File: src/common/usdp_defines.vh
/*
 * constants for the serial port transmit/receive data path: register
 * offsets, field positions, size codes and timing figures.
 * assumes a 50 MHz core clock and an 8-bit register port.
 */
`ifndef USDP_DEFINES_VH
`define USDP_DEFINES_VH

// ----------------------------------------------------------------------
// register offsets
// ----------------------------------------------------------------------
`define USDP_ADDR_DATA      3'h0
`define USDP_ADDR_STAT      3'h1
`define USDP_ADDR_CTRL      3'h2
`define USDP_ADDR_FMT       3'h3
`define USDP_ADDR_BAUDL     3'h4
`define USDP_ADDR_BAUDH     3'h5

// ----------------------------------------------------------------------
// status register bits
// ----------------------------------------------------------------------
`define USDP_ST_RXC         7
`define USDP_ST_TXC         6
`define USDP_ST_TX_BUFFER_EMPTY_FLAG        5
`define USDP_ST_U2X         1

// ----------------------------------------------------------------------
// control register bits
// ----------------------------------------------------------------------
`define USDP_CT_TX_EMPTY_IRQ_ENABLE       5
`define USDP_CT_TX_COMPLETE_IRQ_ENABLE       6
`define USDP_CT_RECEIVER_ENABLE        4
`define USDP_CT_TRANSMITTER_ENABLE        3
`define USDP_CT_SZ2         2
`define USDP_CT_RX_NINTH_BIT        1
`define USDP_CT_TX_NINTH_BIT        0

// ----------------------------------------------------------------------
// format register bits
// ----------------------------------------------------------------------
`define USDP_FM_SYNC        6
`define USDP_FM_PEN         5
`define USDP_FM_PODD        4
`define USDP_FM_STOP2       3
`define USDP_FM_SZ_HI       2
`define USDP_FM_SZ_LO       1
`define USDP_FM_POL         0

// ----------------------------------------------------------------------
// character size codes and reset values
// ----------------------------------------------------------------------
`define USDP_SZ_5           3'h0
`define USDP_SZ_6           3'h1
`define USDP_SZ_7           3'h2
`define USDP_SZ_8           3'h3
`define USDP_SZ_9           3'h7
`define USDP_FMT_RST        8'h06
`define USDP_ZERO8          8'h00
`define USDP_ZERO12         12'h000
`define USDP_ZERO4          4'h0
`define USDP_ONE4           4'h1

// ----------------------------------------------------------------------
// oversampling
// ----------------------------------------------------------------------
`define USDP_OVS_NORM       4'hF
`define USDP_OVS_DBL        4'h7
`define USDP_MID_NORM       4'h7
`define USDP_MID_DBL        4'h3

`endif

File: src/rtl/usdp_core.v
/*
 * serial port transmit and receive data path with its register port.
 * assumes a one-cycle register port (read data a cycle after the read
 * strobe) and that serial in and the sync clock pin are asynchronous.
 */
// Summary of operation
// tx enable drives serial out pin
// sync mode: tx timed by sync clock
// data write loads buffer, starts send
// buffer moves to shifter when idle
// shifter sends one whole frame
// tx ignores bits above char size
// ninth tx bit from tx_ninth_bit
// empty flag shows buffer empty
// empty irq follows flag while enabled
// complete flag when frame and buffer done
// complete flag cleared by service/write-one
// complete irq when flag sets
// parity inserted before first stop
// tx disable waits until all empty
// rx enable takes serial in pin
// sync mode: rx clocked by sync clock
// start bit begins reception, shift bits
// second stop bit ignored by receiver
// first stop moves char to buffer
// rx reads zero above char size
// software writes zero to empty flag
// software configures before transmitting
// frame: start, data lsb first, stops
// parity is xor, inverted for odd
// rx flag set; rx disable flushes
// ninth rx bit read before data
// idle enabled line stays high
// one data location, two directions
`include "usdp_defines.vh"

module usdp_core (
    input  wire       core_clk,    // system clock, 50 MHz
    input  wire       rst_n,       // async reset, active low
    input  wire [2:0] reg_addr,    // register address
    input  wire [7:0] reg_wdata,   // write data
    input  wire       reg_wr,      // write strobe
    input  wire       reg_rd,      // read strobe
    output reg  [7:0] reg_rdata,   // read data, cycle after strobe
    input  wire       txc_irq_ack, // tx complete interrupt serviced
    output reg        tx_buffer_empty_flag_irq,    // buffer empty interrupt request
    output reg        txc_irq,     // transmit complete interrupt request
    output reg        txd_o,       // serial out level
    output reg        txd_oe,      // serial out owned by port
    input  wire       rxd_i,       // serial in pin
    output reg        rxd_own,     // serial in owned by port
    input  wire       xck_i,       // sync clock pin input
    output reg        xck_o,       // sync clock pin output level
    output reg        xck_oe       // sync clock pin driven (master)
);

// ----------------------------------------------------------------------
// registers
// ----------------------------------------------------------------------
reg        tx_en_ff, rx_en_ff, tx_empty_irq_enable_ff, tx_complete_irq_enable_ff, tx_ninth_bit_ff, u2x_ff;
reg [7:0]  fmt_ff;
reg [11:0] baud_ff;
reg [8:0]  txbuf_ff;
reg        txfull_ff, txc_ff, txact_ff;
reg [11:0] txsh_ff;
reg [3:0]  txcnt_ff;
reg [8:0]  rxbuf_ff;
reg        rxc_ff;
// receive shifter fills from the top, so the oldest bit sits rx_len below bit 10
wire [9:0] rx_algn;
reg        sz2_ff;
wire [2:0] sz_code = {sz2_ff, fmt_ff[`USDP_FM_SZ_HI], fmt_ff[`USDP_FM_SZ_LO]};
wire       sync_m  = fmt_ff[`USDP_FM_SYNC];
wire [3:0] nbits   = (sz_code == `USDP_SZ_9) ? 4'h9 : {2'b01, sz_code[1:0]} + 4'h1;
wire       wr_data = reg_wr && (reg_addr == `USDP_ADDR_DATA);
wire       rd_data = reg_rd && (reg_addr == `USDP_ADDR_DATA);
wire       wr_stat = reg_wr && (reg_addr == `USDP_ADDR_STAT);
wire       wr_ctrl = reg_wr && (reg_addr == `USDP_ADDR_CTRL);

// ----------------------------------------------------------------------
// pin synchronisers: three stages, second and third must agree
// ----------------------------------------------------------------------
reg [2:0] rxs_ff, xcs_ff;
reg       rx_q_ff, xc_q_ff;
always @(posedge core_clk or negedge rst_n)
begin
    if (!rst_n)
    begin
        rxs_ff  <= 3'h7;
        xcs_ff  <= 3'h0;
        rx_q_ff <= 1'b1;
        xc_q_ff <= 1'b0;
    end
    else
    begin
        rxs_ff <= {rxs_ff[1:0], rxd_i};
        xcs_ff <= {xcs_ff[1:0], xck_i};
        if (rxs_ff[1] == rxs_ff[2])
            rx_q_ff <= rxs_ff[2];
        if (xcs_ff[1] == xcs_ff[2])
            xc_q_ff <= xcs_ff[2];
    end
end

// ----------------------------------------------------------------------
// baud generator and sync clock edges
// ----------------------------------------------------------------------
// one bit tick per oversample wrap; sync mode uses external clock edges
reg [11:0] bcnt_ff;
reg [3:0]  ovs_ff;
reg        xc_d_ff;
wire       btick   = (bcnt_ff == `USDP_ZERO12);
wire [3:0] ovs_top = u2x_ff ? `USDP_OVS_DBL : `USDP_OVS_NORM;
wire [3:0] ovs_mid = u2x_ff ? `USDP_MID_DBL : `USDP_MID_NORM;
wire       pol     = fmt_ff[`USDP_FM_POL];
wire       xrise   = xc_q_ff && !xc_d_ff;
wire       xfall   = !xc_q_ff && xc_d_ff;
// edge that changes data and edge that samples data
wire       xchg    = pol ? xfall : xrise;
wire       xsmp    = pol ? xrise : xfall;
wire       tx_tick = sync_m ? xchg : (btick && ovs_ff == `USDP_ZERO4);
always @(posedge core_clk or negedge rst_n)
begin
    if (!rst_n)
    begin
        bcnt_ff <= `USDP_ZERO12;
        ovs_ff  <= `USDP_ZERO4;
        xc_d_ff <= 1'b0;
        xck_o   <= 1'b0;
        xck_oe  <= 1'b0;
    end
    else
    begin
        xc_d_ff <= xc_q_ff;
        bcnt_ff <= btick ? baud_ff : bcnt_ff - 12'h001;
        if (btick)
            ovs_ff <= (ovs_ff == `USDP_ZERO4) ? ovs_top : ovs_ff - `USDP_ONE4;
        // this block is always the sync slave: the pin is an input
        xck_oe <= 1'b0;
        xck_o  <= 1'b0;
    end
end

// ----------------------------------------------------------------------
// transmitter
// ----------------------------------------------------------------------
wire [8:0] tx_mask = (9'h1FF >> (4'h9 - nbits));
wire       tx_par  = ^(txbuf_ff & tx_mask) ^ fmt_ff[`USDP_FM_PODD];
// load only on a bit tick so the start bit lasts a whole bit time
wire       tx_load = txfull_ff && tx_tick && (!txact_ff || txcnt_ff == `USDP_ZERO4);
wire       tx_done = txact_ff && tx_tick && txcnt_ff == `USDP_ZERO4;
wire [3:0] tx_len  = nbits + {3'h0, fmt_ff[`USDP_FM_PEN]} + {3'h0, fmt_ff[`USDP_FM_STOP2]};
always @(posedge core_clk or negedge rst_n)
begin
    if (!rst_n)
    begin
        txbuf_ff  <= 9'h000;
        txfull_ff <= 1'b0;
        txact_ff  <= 1'b0;
        txsh_ff   <= 12'hFFF;
        txcnt_ff  <= `USDP_ZERO4;
        txc_ff    <= 1'b0;
        txd_o     <= 1'b1;
        txd_oe    <= 1'b0;
    end
    else
    begin
        if (wr_data && tx_en_ff)
        begin
            txbuf_ff  <= {tx_ninth_bit_ff, reg_wdata} & tx_mask;
            txfull_ff <= 1'b1;
        end
        else if (tx_load)
            txfull_ff <= 1'b0;
        if (tx_load)
        begin
            // shifter holds data lsb first, parity, then stop ones
            if (fmt_ff[`USDP_FM_PEN])
                txsh_ff <= ({3'h7, txbuf_ff} | ~{3'h0, tx_mask}) &
                           ~({11'h000, !tx_par} << nbits);
            else
                txsh_ff <= {3'h7, txbuf_ff} | ~{3'h0, tx_mask};
            txcnt_ff <= tx_len + 4'h1;                   // start plus rest
            txact_ff <= 1'b1;
            txd_o    <= 1'b0;                            // start bit
        end
        else if (txact_ff && tx_tick)
        begin
            txd_o    <= (txcnt_ff == `USDP_ZERO4) ? 1'b1 : txsh_ff[0];
            txsh_ff  <= {1'b1, txsh_ff[11:1]};
            txcnt_ff <= txcnt_ff - `USDP_ONE4;
            if (tx_done)
                txact_ff <= 1'b0;
        end
        else if (!txact_ff)
            txd_o <= 1'b1;
        // set wins over clear
        if (tx_done && !txfull_ff)
            txc_ff <= 1'b1;
        else if (txc_irq_ack || (wr_stat && reg_wdata[`USDP_ST_TXC]))
            txc_ff <= 1'b0;
        // pin stays owned until buffer and shifter have drained
        txd_oe <= tx_en_ff || txact_ff || txfull_ff;
    end
end

// ----------------------------------------------------------------------
// receiver
// ----------------------------------------------------------------------
reg [1:0] rst_ff;
reg [3:0] rph_ff, rcnt_ff;
reg [9:0] rxsh_ff;
localparam RX_IDLE = 2'h0, RX_START = 2'h1, RX_BITS = 2'h2;
wire rx_on    = rx_en_ff;
wire rx_samp  = sync_m ? xsmp : (btick && rph_ff == `USDP_ZERO4);
wire [3:0] rx_len = nbits + {3'h0, fmt_ff[`USDP_FM_PEN]};
assign rx_algn = rxsh_ff >> (4'hA - rx_len);
always @(posedge core_clk or negedge rst_n)
begin
    if (!rst_n)
    begin
        rst_ff   <= RX_IDLE;
        rph_ff   <= `USDP_ZERO4;
        rcnt_ff  <= `USDP_ZERO4;
        rxsh_ff  <= 10'h000;
        rxbuf_ff <= 9'h000;
        rxc_ff   <= 1'b0;
        rxd_own  <= 1'b0;
    end
    else
    begin
        rxd_own <= rx_on;
        if (btick && !sync_m)
            rph_ff <= (rph_ff == `USDP_ZERO4) ? ovs_top : rph_ff - `USDP_ONE4;
        if (!rx_on)
        begin
            rst_ff <= RX_IDLE;
            rxc_ff <= 1'b0;
        end
        else
        begin
            if (rd_data)
                rxc_ff <= 1'b0;
            case (rst_ff)
                RX_IDLE:
                    if (!rx_q_ff)
                    begin
                        rst_ff <= sync_m ? RX_BITS : RX_START;
                        rph_ff <= ovs_mid;
                        rcnt_ff <= rx_len;
                    end
                RX_START:
                    if (rx_samp)
                        rst_ff <= rx_q_ff ? RX_IDLE : RX_BITS; // false start
                RX_BITS:
                    if (rx_samp)
                    begin
                        rxsh_ff <= {rx_q_ff, rxsh_ff[9:1]};
                        rcnt_ff <= rcnt_ff - `USDP_ONE4;
                        if (rcnt_ff == `USDP_ZERO4)
                        begin
                            // first stop taken, second never waited for
                            rst_ff   <= RX_IDLE;
                            rxbuf_ff <= rx_algn[8:0] & tx_mask;
                            rxc_ff   <= 1'b1;
                        end
                    end
                default:
                    rst_ff <= RX_IDLE;
            endcase
        end
    end
end

// ----------------------------------------------------------------------
// control registers and read port
// ----------------------------------------------------------------------
always @(posedge core_clk or negedge rst_n)
begin
    if (!rst_n)
    begin
        tx_en_ff <= 1'b0;
        rx_en_ff <= 1'b0;
        tx_empty_irq_enable_ff <= 1'b0;
        tx_complete_irq_enable_ff <= 1'b0;
        tx_ninth_bit_ff  <= 1'b0;
        sz2_ff   <= 1'b0;
        u2x_ff   <= 1'b0;
        fmt_ff   <= `USDP_FMT_RST;
        baud_ff  <= `USDP_ZERO12;
        reg_rdata <= `USDP_ZERO8;
        tx_buffer_empty_flag_irq <= 1'b0;
        txc_irq  <= 1'b0;
    end
    else
    begin
        if (wr_ctrl)
        begin
            tx_empty_irq_enable_ff <= reg_wdata[`USDP_CT_TX_EMPTY_IRQ_ENABLE];
            tx_complete_irq_enable_ff <= reg_wdata[`USDP_CT_TX_COMPLETE_IRQ_ENABLE];
            rx_en_ff <= reg_wdata[`USDP_CT_RECEIVER_ENABLE];
            tx_en_ff <= reg_wdata[`USDP_CT_TRANSMITTER_ENABLE];
            sz2_ff   <= reg_wdata[`USDP_CT_SZ2];
            tx_ninth_bit_ff  <= reg_wdata[`USDP_CT_TX_NINTH_BIT];
        end
        if (wr_stat)
            u2x_ff <= reg_wdata[`USDP_ST_U2X];          // empty flag bit is read only
        if (reg_wr && reg_addr == `USDP_ADDR_FMT)
            fmt_ff <= reg_wdata;
        if (reg_wr && reg_addr == `USDP_ADDR_BAUDL)
            baud_ff[7:0] <= reg_wdata;
        if (reg_wr && reg_addr == `USDP_ADDR_BAUDH)
            baud_ff[11:8] <= reg_wdata[3:0];
        tx_buffer_empty_flag_irq <= tx_empty_irq_enable_ff && !txfull_ff;
        txc_irq  <= tx_complete_irq_enable_ff && txc_ff;
        reg_rdata <= `USDP_ZERO8;
        if (reg_rd)
        begin
            case (reg_addr)
                `USDP_ADDR_DATA:  reg_rdata <= rxbuf_ff[7:0];
                `USDP_ADDR_STAT:  reg_rdata <= {rxc_ff, txc_ff, !txfull_ff,
                                                4'h0, u2x_ff};
                `USDP_ADDR_CTRL:  reg_rdata <= {1'b0, tx_complete_irq_enable_ff, tx_empty_irq_enable_ff, rx_en_ff,
                                                tx_en_ff, sz2_ff, rxbuf_ff[8],
                                                tx_ninth_bit_ff};
                `USDP_ADDR_FMT:   reg_rdata <= fmt_ff;
                `USDP_ADDR_BAUDL: reg_rdata <= baud_ff[7:0];
                `USDP_ADDR_BAUDH: reg_rdata <= {4'h0, baud_ff[11:8]};
                default:          reg_rdata <= `USDP_ZERO8;
            endcase
        end
    end
end

endmodule // usdp_core

File: config.mk
export PLATFORM = sky130hd
export DESIGN_NAME = usdp_core
export DESIGN_NICKNAME = d
export VERILOG_FILES = /design/src/rtl/usdp_core.v
export VERILOG_INCLUDE_DIRS = /design/src /design/src/common
export SDC_FILE = /design/constraint.sdc
export NUM_CORES = 1
export LEC_CHECK = 0
export BUFFER_PORTS_ARGS = -buffer_cell sky130_fd_sc_hd__buf_2
export CORE_MARGIN = 2
export CORE_UTILIZATION = 55
export CTS_BUF_LIST = sky130_fd_sc_hd__clkbuf_4
export CTS_CLUSTER_SIZE = 10
export DETAILED_ROUTE_END_ITERATION = 12
export GPL_ROUTABILITY_DRIVEN = 1
export GPL_TIMING_DRIVEN = 1
export PLACE_DENSITY = 0.81
export RECOVER_POWER = 100
export SYNTH_ARGS = -nofsm -noshare
export SYNTH_HDL_FRONTEND = slang
export SYNTH_SLANG_ARGS = --single-unit
File: constraint.sdc
create_clock -name core_clk -period 6.18 [get_ports core_clk]
set_clock_uncertainty 0.15 [all_clocks]
set_input_delay 0 -clock core_clk [delete_from_list [all_inputs] [get_ports core_clk]]
set_output_delay 0 -clock core_clk [all_outputs]
set_load 0.03 [all_outputs]
==> results.txt, run 1 <==
The path class of the tightest hold or removal check is input port to register. The largest area contributor in the netlist is sky130_fd_sc_hd__dfrtp_1. The number of nets in the layout came out at between 700 and 800. STA classifies the critical path startpoint as a register. After clock tree synthesis, the setup repair step added 0 buffers.

The number of antenna violations at the first check in global routing came out at 0. CTS saw between 100 and 150 sinks. The number of hold violations in the final report came out at 0. The deepest clock path buffer count came out at 2. Yosys attributes the largest share of cell area to sky130_fd_sc_hd__dfrtp_1 (40%), sky130_fd_sc_hd__mux2_2 (8.2%), sky130_fd_sc_hd__dfstp_2 (7.8%). The number of inserted diodes is 0. The final number of max-transition violations was 110. The checks that failed: max-capacitance violations, max-slew violations.

The number of rows in the core area came out at 39. The first detailed-routing pass took 5 iterations. The worst-margin pin slew came out at roughly 1.8 ns. The maximum fanout encountered on the critical timing path came out at 28. The placed instance count came out at between 700 and 800. The max-cap violation count is 2. TritonCTS built the clock tree. The slowest stage of the critical path belongs to the cell sky130_fd_sc_hd__o31ai_1. The setup TNS came out at 0 ns. After detailed routing, the number of vias per cell comes to 6.10. The routed design has 15400 microns of wire. The total leakage power came out at 0.00316 uW. The category of the most critical setup path is register to register. The clock-pin slew on the worst setup and hold paths came out at 0.12 ns.

STA classifies the critical path endpoint as a register. The final cycle utilization of the critical path is 78.7%. The average instance in the mapped netlist occupies between 10 and 15 sq um. The number of design rule violations left after detail routing came out at 0. The horizontal die dimension came out at around 110 microns. The total overflow left after global routing is 0. The die covers between 10000 and 15000 sq um. The post-synthesis to final-layout area growth came out at 12.2%. The most common flop cell mapped by yosys is sky130_fd_sc_hd__dfrtp_1. Setup repair after global routing left no endpoint under its margin. The number of library cell types mapped by synthesis came out at around 70. The via count of the first global-routing pass was 4913.

The final route contains between 5k and 6k vias. The shortest period the worst path allows is between 4 and 5 ns. The effective utilization at floorplan came out at 56.4%. Dividing the detail-routed wire length by the instance count gives about 19 microns. The final cell count without fillers is around 830. The top-level I/O count is 33.

TritonCTS created 17 clock buffers. The final antenna-violating net count came out at 0. The routability-driven placement congestion ratio came out at slightly above 0.9. Of the synthesized area, sequential elements account for approximately 48%. The timing-limited maximum frequency came out at 206 MHz.

The clock tree root buffer cell is sky130_fd_sc_hd__clkbuf_4. In the synthesized netlist, the cells that appear most often are sky130_fd_sc_hd__dfrtp_1 (104), sky130_fd_sc_hd__nand2_1 (66), sky130_fd_sc_hd__nor2_1 (52). Across all setup checks in the final design, the least slack found is 1.32 ns. The synthesized design contains 0 enable-type register cells. The clock latency of the later-clocked register in the worst-skew pair is between 0.5 and 0.6 ns. The fraction of layout cells with a size suffix above 1 came out at roughly 18%. Summed over its instances, the top area cell type makes up about 40% of the synthesized netlist area. The total power divided by cell area came out at ~400 nW/um^2. The worst setup slack after placement is around 2.4 ns. In the post-synthesis netlist, the cell with the most instances is sky130_fd_sc_hd__dfrtp_1. The overall track demand over capacity in global routing is 25.1%. The deepest level of the CTS H-tree is 4. The largest net degree at the start of global routing came out at 76. In the synthesized netlist the async set-or-reset flop fraction comes to 100%. The count of final setup violators came out at 0. The cell count after synthesis came out at ~620. The mapped netlist covers between 6000 and 7000 sq um. The wire length of the first global-routing pass came out at between 20000 and 25000 microns. The vertical die dimension is between 100 and 150 microns.

The flow ran to the end, but the final reports show violations. The biggest cell delay along the critical path came out at 1.05 ns. Measured against its own limit, the worst slew margin works out to -23.2%. The starting DRC count in detailed routing is around 390. The post-synthesis sequential element count came out at 123. After filler insertion, the fill cell instance count of the layout stands at between 800 and 900. The highest ir drop seen on vdd came out at about 0.19 mV. The placeable core region is 11400 sq um. Data on the critical path arrives at its endpoint at 5.13 ns.

Buffers placed on the I/O ports in this run total 30. Yosys printed 0 warnings. The detailed placement HPWL came out at between 10000 and 15000 microns. Traced cell by cell, the critical path runs through inv_1, ha_1, nor4b_1, nand4b_1, o31ai_1, and3_1, mux2_2.

For the worst setup path, the data required time is 6.45 ns.
==> flip-flops by register name, summed over array words and instances, names as in the netlist, 2 cells and up <==
signal,flops
baud_ff,12
bcnt_ff,12
txsh_ff,12
rxsh_ff,10
rxbuf_ff,9
txbuf_ff,9
fmt_ff,8
reg_rdata,8
ovs_ff,4
rcnt_ff,4
rph_ff,4
txcnt_ff,4
rxs_ff,3
xcs_ff,3
rst_ff,2
==> layout make-up <==
| class | count | area [sq um] | area share (%) |
|---|---|---|---|
| tap | 143 | 179 | 2.48 |
| timing repair buffer | 57 | 384 | 5.32 |
| inverter | 25 | 93.8 | 1.30 |
| clock inverter | 15 | 269 | 3.72 |
| sequential | 123 | 3100 | 42.9 |
| clock buffer | 17 | 128 | 1.77 |
| multi-input combinational | 445 | 3070 | 42.5 |
==> path summary, 6_finish.rpt <==
| path | from | endpoint | slack (ns) | cells after the start |
|---|---|---|---|---|
| min | reg_wdata[7] | txbuf_ff[7]$_DFFE_PN0P_ | 0.16 | 4 |
| max reg2reg | bcnt_ff[0]$_DFF_PN0_ | rxsh_ff[1]$_DFFE_PN0P_ | 1.32 | 7 |
| min reg2reg | rxs_ff[0]$_DFF_PN1_ | rxs_ff[1]$_DFF_PN1_ | 0.22 | 0 |
| max in group asynchronous | rst_n | fmt_ff[3]$_DFFE_PN0P_ | 3.07 | 4 |
| min in group asynchronous | rst_n | txsh_ff[10]$_DFFE_PN1P_ | 0.95 | 3 |
| max | bcnt_ff[0]$_DFF_PN0_ | rxsh_ff[1]$_DFFE_PN0P_ | 1.32 | 7 |
==> stage by stage <==
stage                     area (sq um)  total power, uW  hold slack (ns)  utilization [%]
after floorplan                   6440             1920           -0.446                -
after global placement            6670             2120          -0.0985             58.4
after detailed placement          6670             2170          -0.0899             58.4
after CTS                         7320             2960            0.128             64.1
after global routing              7220             3100            0.140             63.3
final                             7220             2930            0.161             63.3
==> metal layers <==
layer	routed length [microns]	global-route usage, %
met5	0	0
met4	433	9.84
met3	708	4.86
met2	7680	41.3
met1	6580	33.3
==> power breakdown <==
part           switching (uW)  total, uW  leakage, uW  internal (uW)
Sequential                202       1230      0.00150           1020
Combinational             538        944      0.00147            406
Clock                     320        764     0.000199            444
==> repair_timing <==
action	4_1_cts	5_1_grt
endpoints found under the setup margin	0	0
endpoints found under the hold margin	95	0
resized for setup	0	0
hold buffers	25	0
==> kinds of logic after synthesis <==
logic type / after synthesis / synth area share, %
xor+xnor: 16 / 2.60
simple gates: 211 / 17.0
buf+inv: 52 / 3.32
fa+ha+maj: 17 / 3.34
mux: 64 / 11.8
compound gates: 135 / 13.6
flops: 123 / 48.2
other cells: 1 / 0.0583
==> layout by cell type, fill, tap and decap left out, types with 4 or more instances in the layout <==
master	netlist	routed
sky130_fd_sc_hd__a21oi_1	33	33
sky130_fd_sc_hd__nand3b_1	4	4
sky130_fd_sc_hd__a31oi_1	6	6
sky130_fd_sc_hd__a211o_1	4	4
sky130_fd_sc_hd__and2_0	0	4
sky130_fd_sc_hd__o41ai_1	3	4
sky130_fd_sc_hd__nor4_1	3	4
sky130_fd_sc_hd__mux2i_1	12	12
sky130_fd_sc_hd__mux2_2	47	46
sky130_fd_sc_hd__xnor2_1	9	9
sky130_fd_sc_hd__nor3_1	12	12
sky130_fd_sc_hd__dfstp_2	19	16
sky130_fd_sc_hd__inv_1	25	25
sky130_fd_sc_hd__dlygate4sd3_1	0	24
sky130_fd_sc_hd__ha_1	14	14
sky130_fd_sc_hd__clkbuf_4	0	17
sky130_fd_sc_hd__nand2_1	66	66
sky130_fd_sc_hd__mux4_2	5	5
sky130_fd_sc_hd__buf_2	3	15
sky130_fd_sc_hd__xor2_1	5	5
sky130_fd_sc_hd__o21ai_0	41	43
sky130_fd_sc_hd__nor2b_1	11	11
sky130_fd_sc_hd__clkbuf_1	20	17
sky130_fd_sc_hd__bufinv_16	0	7
sky130_fd_sc_hd__nor3b_1	9	9
sky130_fd_sc_hd__dfrtp_1	104	104
sky130_fd_sc_hd__nor2_1	52	52
sky130_fd_sc_hd__nand3_1	16	16
sky130_fd_sc_hd__o31ai_1	8	9
sky130_fd_sc_hd__o22ai_1	4	4
sky130_fd_sc_hd__nand2b_1	10	10
==> critical path, delay by kind of cell (launching register included) <==
kind / cells / cell delay [ns]
simple gates: 3 / 2.39
fa+ha+maj: 1 / 0.24
flops: 1 / 0.43
mux: 1 / 0.40
buf+inv: 1 / 0.07
compound gates: 1 / 1.05
Power figures use the tool's default switching activity.
==> run 2: changes to the inputs <==
- clock period: 6.18 -> 4.9 ns (I/O delays scaled with it)
==> run 2 against run 1 <==
Net effect:
- the run still ends with max-capacitance violations, max-slew violations left
- critical path depth unchanged
- combinational power increased by 25%
- utilization shrank 0.72 points
- clock power rose by 4.5%
- final area decreased by 1.1%
- global-route usage is essentially flat
- setup slack worse by 0.59 ns
- largest power group unchanged
- sequential cell count unchanged
==> results.txt, run 2 (synthesized netlist as in run 1, its figures left out) <==
The flow ran to the end, but the final reports show violations. The final reports fail on max-capacitance violations, max-slew violations. The area of the die came out at ~13000 sq um. The core region is roughly 11000 sq um. After routing, the total negative slack on setup checks comes to 0 ns. Summed over all nets, the half-perimeter wirelength after detailed placement is 10600 microns.

For the worst setup path, the data required time is 5.20 ns. The timing-limited maximum frequency is approximately 240 MHz. For hold timing, the worst endpoint is fmt_ff[7]$_DFFE_PN0P_. The largest net degree at the start of global routing is 82. The total leakage power came out at about 0.0031 uW.

The startpoint of the lowest-slack hold path is reg_wdata[7]. The count of nets left with antenna violations once routing finished came out at 0. The clock latency of the later-clocked register in the worst-skew pair came out at 0.57 ns. The top-level I/O count is 33.

The first routing iteration left about 360 violations. The number of antenna diodes in the final layout is 0. The shortest period the worst path allows came out at approximately 4.2 ns. The highest ir drop seen on vdd is 0.237 mV. The deepest clock path buffer count came out at 2.

Setup repair after global routing left no endpoint under its margin. The via count of the first global-routing pass came out at a little under 5k. In this run the core area contains 39 standard-cell rows. The overall routed net length is ~15000 microns.

In the layout the commonest cells are sky130_fd_sc_hd__dfrtp_1 (104), sky130_fd_sc_hd__nand2_1 (66), sky130_fd_sc_hd__nor2_1 (52). The deepest level of the CTS H-tree is 4. The arrival time at the worst endpoint came out at 4.47 ns. On the critical path, the stage with the largest delay is an instance of sky130_fd_sc_hd__nor4b_1. The post-cts resize count is 0.

The kind of cell with the highest combined delay along the critical path is simple AND/OR/NAND/NOR gates. Measured along the y axis, the die boundary spans about 110 microns. The clock tree root buffer cell is sky130_fd_sc_hd__clkbuf_4. The post-synthesis to final-layout area growth is 10.9%. The horizontal die dimension is ~110 microns. The number of buffers and inverters on the critical path is 1.

The number of stages on the worst hold path is 3. The number of CTS-inserted buffers is 17. The worst-margin pin slew came out at between 2 and 2.5 ns. The routability-driven placement congestion ratio is between 0.8 and 0.9.

The filler cells instantiated in the layout total approximately 960. STA classifies the critical path endpoint as a register. The post-detailed-route via-to-cell ratio is roughly 6.

The overall track demand over capacity in global routing is about a quarter. The remaining global-route overflow is 0. The area taken by multi-input logic gates is about 3100 sq um. The largest registers in the layout are baud_ff: 12 flops, bcnt_ff: 12 flops, txsh_ff: 12 flops. The vias after detailed routing is 4960. Once the floorplan was initialized, standard cells occupied between 50% and 60% of the core.

The count of final setup violators came out at 0. Of the cells placed in the final design, the portion with a size suffix greater than 1 is about 18%. The final number of max-transition violations came out at approximately 130. The biggest cell delay along the critical path is 0.95 ns. The worst setup path is launched from a register. Clock-pin slew was measured on the worst setup and hold paths at 0.11 ns. The area after detailed placement came out at between 6000 and 7000 sq um. The max-cap violation count is 2. The number of optimization iterations in the first detailed-route pass is 6. The worst path uses a little under nine tenths of the clock period. The count of buffers added on input and output ports is 30. The first global-routing pass estimated between 20000 and 25000 microns of wire. Registers take 3100 sq um.

The average wire per standard cell came out at 18.2 microns. The category of the most critical setup path is register to register. Traced cell by cell, the critical path runs through inv_1, ha_1, nor4b_1, nand4b_4, o31ai_1, and3_1, mux2_2. Of all nets on the critical path, the largest fanout is 28.

The TritonCTS sink count came out at between 100 and 150. The number of nets in the layout came out at 700. In this run the worst hold path is classified as input port to register. The total power divided by cell area is 494 nW/um^2. The setup check on the worst reg-to-reg path leaves a slack of ~0.73 ns.

TritonCTS built the clock tree. The cell area after layout came out at between 7000 and 8000 sq um. In the routed design, unresolved DRC markers number 0. The terminus of the critical flop-to-flop path is rxsh_ff[6]$_DFFE_PN0P_.

The leading cell type in the layout, fill and taps excluded is sky130_fd_sc_hd__dfrtp_1. In this run the critical register-to-register path is launched from bcnt_ff[0]$_DFF_PN0_. The number of antenna violations at the first check in global routing was 0. The number of hold violations in the final report came out at 0.

In this run the tightest slew margin relative to its limit is -49.8%. The depth of the worst register-to-register path is 7.
run 2: cell count changes in the layout (fill, tap and decap cells not counted), moves of 2 or more:
| cell | before | now |
|---|---|---|
| sky130_fd_sc_hd__clkinvlp_4 | 3 | 0 |
| sky130_fd_sc_hd__clkbuf_4 | 17 | 22 |
| sky130_fd_sc_hd__inv_6 | 2 | 0 |
| sky130_fd_sc_hd__bufinv_16 | 7 | 4 |
| sky130_fd_sc_hd__clkinv_2 | 2 | 4 |
| sky130_fd_sc_hd__clkinv_1 | 0 | 2 |
run 2: area by class of cell:
class / count / share of cell area [%]
multi-input cells: 445 / 43.2
clock inverters: 10 / 2.07
clock buffers: 22 / 2.31
inverters: 25 / 1.31
flip-flops and latches: 123 / 43.4
repair buffers: 55 / 5.19
well taps: 143 / 2.51
run 2: where the power goes:
part           switching [uW]  internal, uW
combinational             671           513
sequential                253          1290
clock                     372           427
total                    1300          2230
run 2: worst max-delay path by stage:
stage,startpoint,endpoint,slack (ns),cells after the start
final,bcnt_ff[0]$_DFF_PN0_,rxsh_ff[6]$_DFFE_PN0P_,0.73,7
after global routing,rst_n,txbuf_ff[7]$_DFFE_PN0P_,0.46,3
after CTS,fmt_ff[1]$_DFFE_PN1P_,rxbuf_ff[0]$_DFFE_PN0P_,1.06,10
after detailed placement,fmt_ff[1]$_DFFE_PN1P_,rxbuf_ff[0]$_DFFE_PN0P_,1.05,10
after global placement,fmt_ff[1]$_DFFE_PN1P_,rxbuf_ff[0]$_DFFE_PN0P_,1.18,10
after floorplan,fmt_ff[1]$_DFFE_PN1P_,rxbuf_ff[0]$_DFFE_PN0P_,1.40,13
run 2: metrics by stage:
stage | worst slack (ns) | hold WS [ns] | utilization (%) | instances | power (uW)
final | 0.726 | 0.146 | 62.5 | 823 | 3530
after detailed placement | 1.05 | -0.0431 | 58.4 | 768 | 2740
after floorplan | 1.40 | -0.446 | - | 620 | 2420
after CTS | 1.06 | 0.0217 | 63.1 | 823 | 3550
after global placement | 1.18 | -0.0456 | 58.4 | 768 | 2680
after global routing | 0.461 | 0.130 | 62.5 | 823 | 3760
run 2: what timing repair did:
action	in CTS	in global routing
buffers inserted	0	0
endpoints found under the hold margin	127	0
hold buffers	23	0
run 2: worst reg2reg max path: stages (launching register included):
cell and delay, ns:
sky130_fd_sc_hd__dfrtp_1 0.42, sky130_fd_sc_hd__inv_1 0.07, sky130_fd_sc_hd__ha_1 0.23, sky130_fd_sc_hd__nor4b_1 0.95, sky130_fd_sc_hd__nand4b_4 0.48, sky130_fd_sc_hd__o31ai_1 0.76, sky130_fd_sc_hd__and3_1 0.61, sky130_fd_sc_hd__mux2_2 0.40
run 2: metal layers:
metal | vias to the layer above | routed length [microns] | track usage (%) | share of wire, %
li1 | 2317 | - | - | -
met1 | 2459 | 6550 | 33.3 | 44
met2 | 150 | 7160 | 40.6 | 48
met3 | 34 | 807 | 5.62 | 5.4
met4 | 0 | 433 | 10.1 | 2.9
met5 | - | 0 | 0 | 0
==> run 3: changes to the inputs <==
- CORE_ASPECT_RATIO: default -> 0.8
- MAX_ROUTING_LAYER: default -> met4
==> run 3 against run 2 <==
Net effect:
- critical path depth up 2
- highest routed layer unchanged
- largest power group unchanged
- cell count up 0.61%
- wire length up 2.8%
- global-route usage up 1.3 points
- the run now ends clean
- non-clock buffer count unchanged
- sequential power about the same
- combinational power about the same
- final area up 0.19%
==> results.txt, run 3 (synthesized netlist as in run 1, its figures left out) <==
The flow ran to the end, and the final reports show no timing, DRC or antenna violations. The number of antenna violations at the first check in global routing came to 0. The vertical die dimension is 101 microns. The clock latency of the later-clocked register in the worst-skew pair is between 0.5 and 0.6 ns.

The via count of the first global-routing pass came out at 4776. The number of input and output port buffers inserted came out at 30. Summed over all nets, the half-perimeter wirelength after detailed placement is around 11000 microns. Setup repair after global routing left no endpoint under its margin. The highest ir drop seen on vdd came out at 0.257 mV.

The clock network fraction of total power is around a fifth. The biggest cell delay along the critical path came out at 1.03 ns. After clock tree synthesis, the clock-pin slew on the worst setup and hold paths is approximately 0.12 ns. The hold-fix buffer count after cts is 23. The number of design rule violations left after detail routing came out at 0. The worst hold path begins at reg_wdata[5]. The post-detailed-route via-to-cell ratio came out at a little over 6. The number of hold violations in the final report came out at 0.

The vias after detailed routing is 5043. The timing-limited maximum frequency is around 240 MHz. The placeable core region is 11500 sq um. The overall track demand over capacity in global routing is 26.5%. The setup TNS came out at 0 ns. The deepest level of the CTS H-tree came out at 4. The signal on the critical path passes through inv_1, ha_1, nor4b_1, nand4_1, a21oi_1, clkbuf_1, o21ai_0, a31oi_1, a211o_1. The clock period could shrink to 4.11 ns. The top-level I/O count came out at 33. The total power of the final layout came out at roughly 3500 uW.

The effective utilization at floorplan is between 50% and 60%. The deepest clock path buffer count is 2. The slowest stage of the critical path belongs to the cell sky130_fd_sc_hd__nor4b_1. The worst register-to-register path begins at bcnt_ff[0]$_DFF_PN0_. The cell-internal power is about 2200 uW. Gates resized during post-CTS repair numbered 0.

The wire length of the first global-routing pass is about 25000 microns. Across the run, the number of max-cap violations was 0. The number of optimization iterations in the first detailed-route pass came out at 5. TritonCTS built the clock tree.

The net switching power figure came out at approximately 1300 uW. The die is roughly 120 microns wide. The starting DRC count in detailed routing came out at just over 500. The count of final setup violators is 0. The net switching share of the total power came out at 38.0%.

Once detail routing completed, the nets flagged for antenna violations numbered 0. In the final layout, the registers with the most flip-flops are baud_ff: 12 flops, bcnt_ff: 12 flops, txsh_ff: 12 flops. The maximum fanout encountered on the critical timing path came out at 20.

Routability-driven placement finished with a final weighted congestion of ~0.97. The combinational group share of total power is 34.3%. Entering global routing, the biggest net connects between 50 and 60 pins. The share of total power dissipated in sequential elements is roughly 45%. The total power divided by cell area is 486 nW/um^2.

STA classifies the critical path startpoint as a register. The area of the die is roughly 13000 sq um. The fraction of layout cells with a size suffix above 1 came out at approximately 18%.

In this run the static leakage power is 0.00313 uW. The average wire per standard cell is roughly 19 microns. The leading cell type in the layout, fill and taps excluded is sky130_fd_sc_hd__dfrtp_1. Counting the buffers created by CTS gives 17. The final cycle utilization of the critical path is between 80% and 90%. The final number of max-transition violations came to 0.

The repair_antennas step left the layout with diodes totalling 0. The number of rows in the core area came out at 35. The worst-margin pin slew came out at between 1 and 1.5 ns. The critical path in this run is classified as register to register. The post-synthesis to final-layout area growth is 11.1%. The final layout contains routed wiring with a total length of ~15000 microns. In this run the worst hold path is classified as input port to register. The register-to-register path setup slack is 0.79 ns.

The arrival time at the worst endpoint is around 4.5 ns. The number of nets in the layout is 700. Clock tree synthesis found a total of ~120 sinks. CTS placed an instance of sky130_fd_sc_hd__clkbuf_4 at the clock tree root. The start point of the critical path is bcnt_ff[0]$_DFF_PN0_. The required time at the endpoint of the critical path came out at ~5.3 ns.

The setup fix buffers added after clock tree synthesis came out at 0. The remaining max-slew budget at the tightest pin came out at approximately 8.6%. The critical path capture point type is a register. The number of buffers and inverters on the critical path came out at 2. The dominant delay contributor by cell family on the critical path is simple AND/OR/NAND/NOR gates. For this run the aggregate overflow at the end of global routing stands at 0.

The library cells used most frequently in the layout, excluding fill and tap cells, are sky130_fd_sc_hd__dfrtp_1 (104), sky130_fd_sc_hd__nand2_1 (66), sky130_fd_sc_hd__nor2_1 (52).
run 3: changes by cell type in the layout (fill, tap and decap cells not counted), moves of 2 or more:
cell | previous run | this run
sky130_fd_sc_hd__clkbuf_4 | 22 | 18
sky130_fd_sc_hd__clkinvlp_4 | 0 | 4
sky130_fd_sc_hd__clkinv_1 | 2 | 4
sky130_fd_sc_hd__clkinv_2 | 4 | 2
run 3: final cells by class:
type	count	area, sq um
clock buffer	18	135
clock inverter	14	154
fill	926	4320
timing repair buffer	55	388
sequential	123	3100
tap	148	185
multi-input combinational	445	3100
inverter	25	93.8
run 3: worst register-to-register path: cells and delay by family, from the launching register on:
kind	cells	cell delay (ns)
and+or+nand+nor	2	1.50
adders and majority gates	1	0.25
AOI/OAI and AO/OA	4	0.95
buffers and inverters	2	0.78
DFF	1	0.42
run 3: path summary, 6_finish.rpt:
check,endpoint,cells past startpoint
worst max-delay path,txsh_ff[7]$_DFFE_PN1P_,9
min in group asynchronous,txsh_ff[1]$_DFFE_PN1P_,3
worst min-delay path,baud_ff[5]$_DFFE_PN0P_,3
worst max register to register,txsh_ff[7]$_DFFE_PN1P_,9
max in group asynchronous,fmt_ff[0]$_DFFE_PN0P_,4
worst min register to register,xcs_ff[1]$_DFF_PN0_,0
run 3: power by group through the flow:
stage               Combinational [uW]  Sequential, uW  Clock, uW
detailed placement                1170            1570          0
floorplan                          909            1510          0
global route                      1320            1590        793
finish                            1190            1550        736
global placement                  1130            1550          0
CTS                               1200            1550        748
run 3: per-stage QoR:
| step | utilization, % | cells | worst slack, ns | cell area, sq um | hold slack (ns) |
|---|---|---|---|---|---|
| final | 62.4 | 828 | 0.795 | 7150 | 0.139 |
| after global routing | 62.4 | 828 | 0.532 | 7150 | 0.139 |
| after CTS | 62.8 | 828 | 1.01 | 7210 | 0.115 |
| after detailed placement | 58.2 | 773 | 1.03 | 6670 | -0.0438 |
| after global placement | 58.2 | 773 | 1.17 | 6670 | -0.0414 |
| after floorplan | - | 620 | 1.40 | 6440 | -0.446 |
run 3: routing by layer:
metal	wire (microns)	vias up	share of wire, %	track usage, %
met5	0	-	0	-
met4	339	0	2.2	10.0
met3	1230	38	8.0	7.70
met2	6890	198	45	37.8
met1	6910	2489	45	36.3
li1	-	2318	-	-
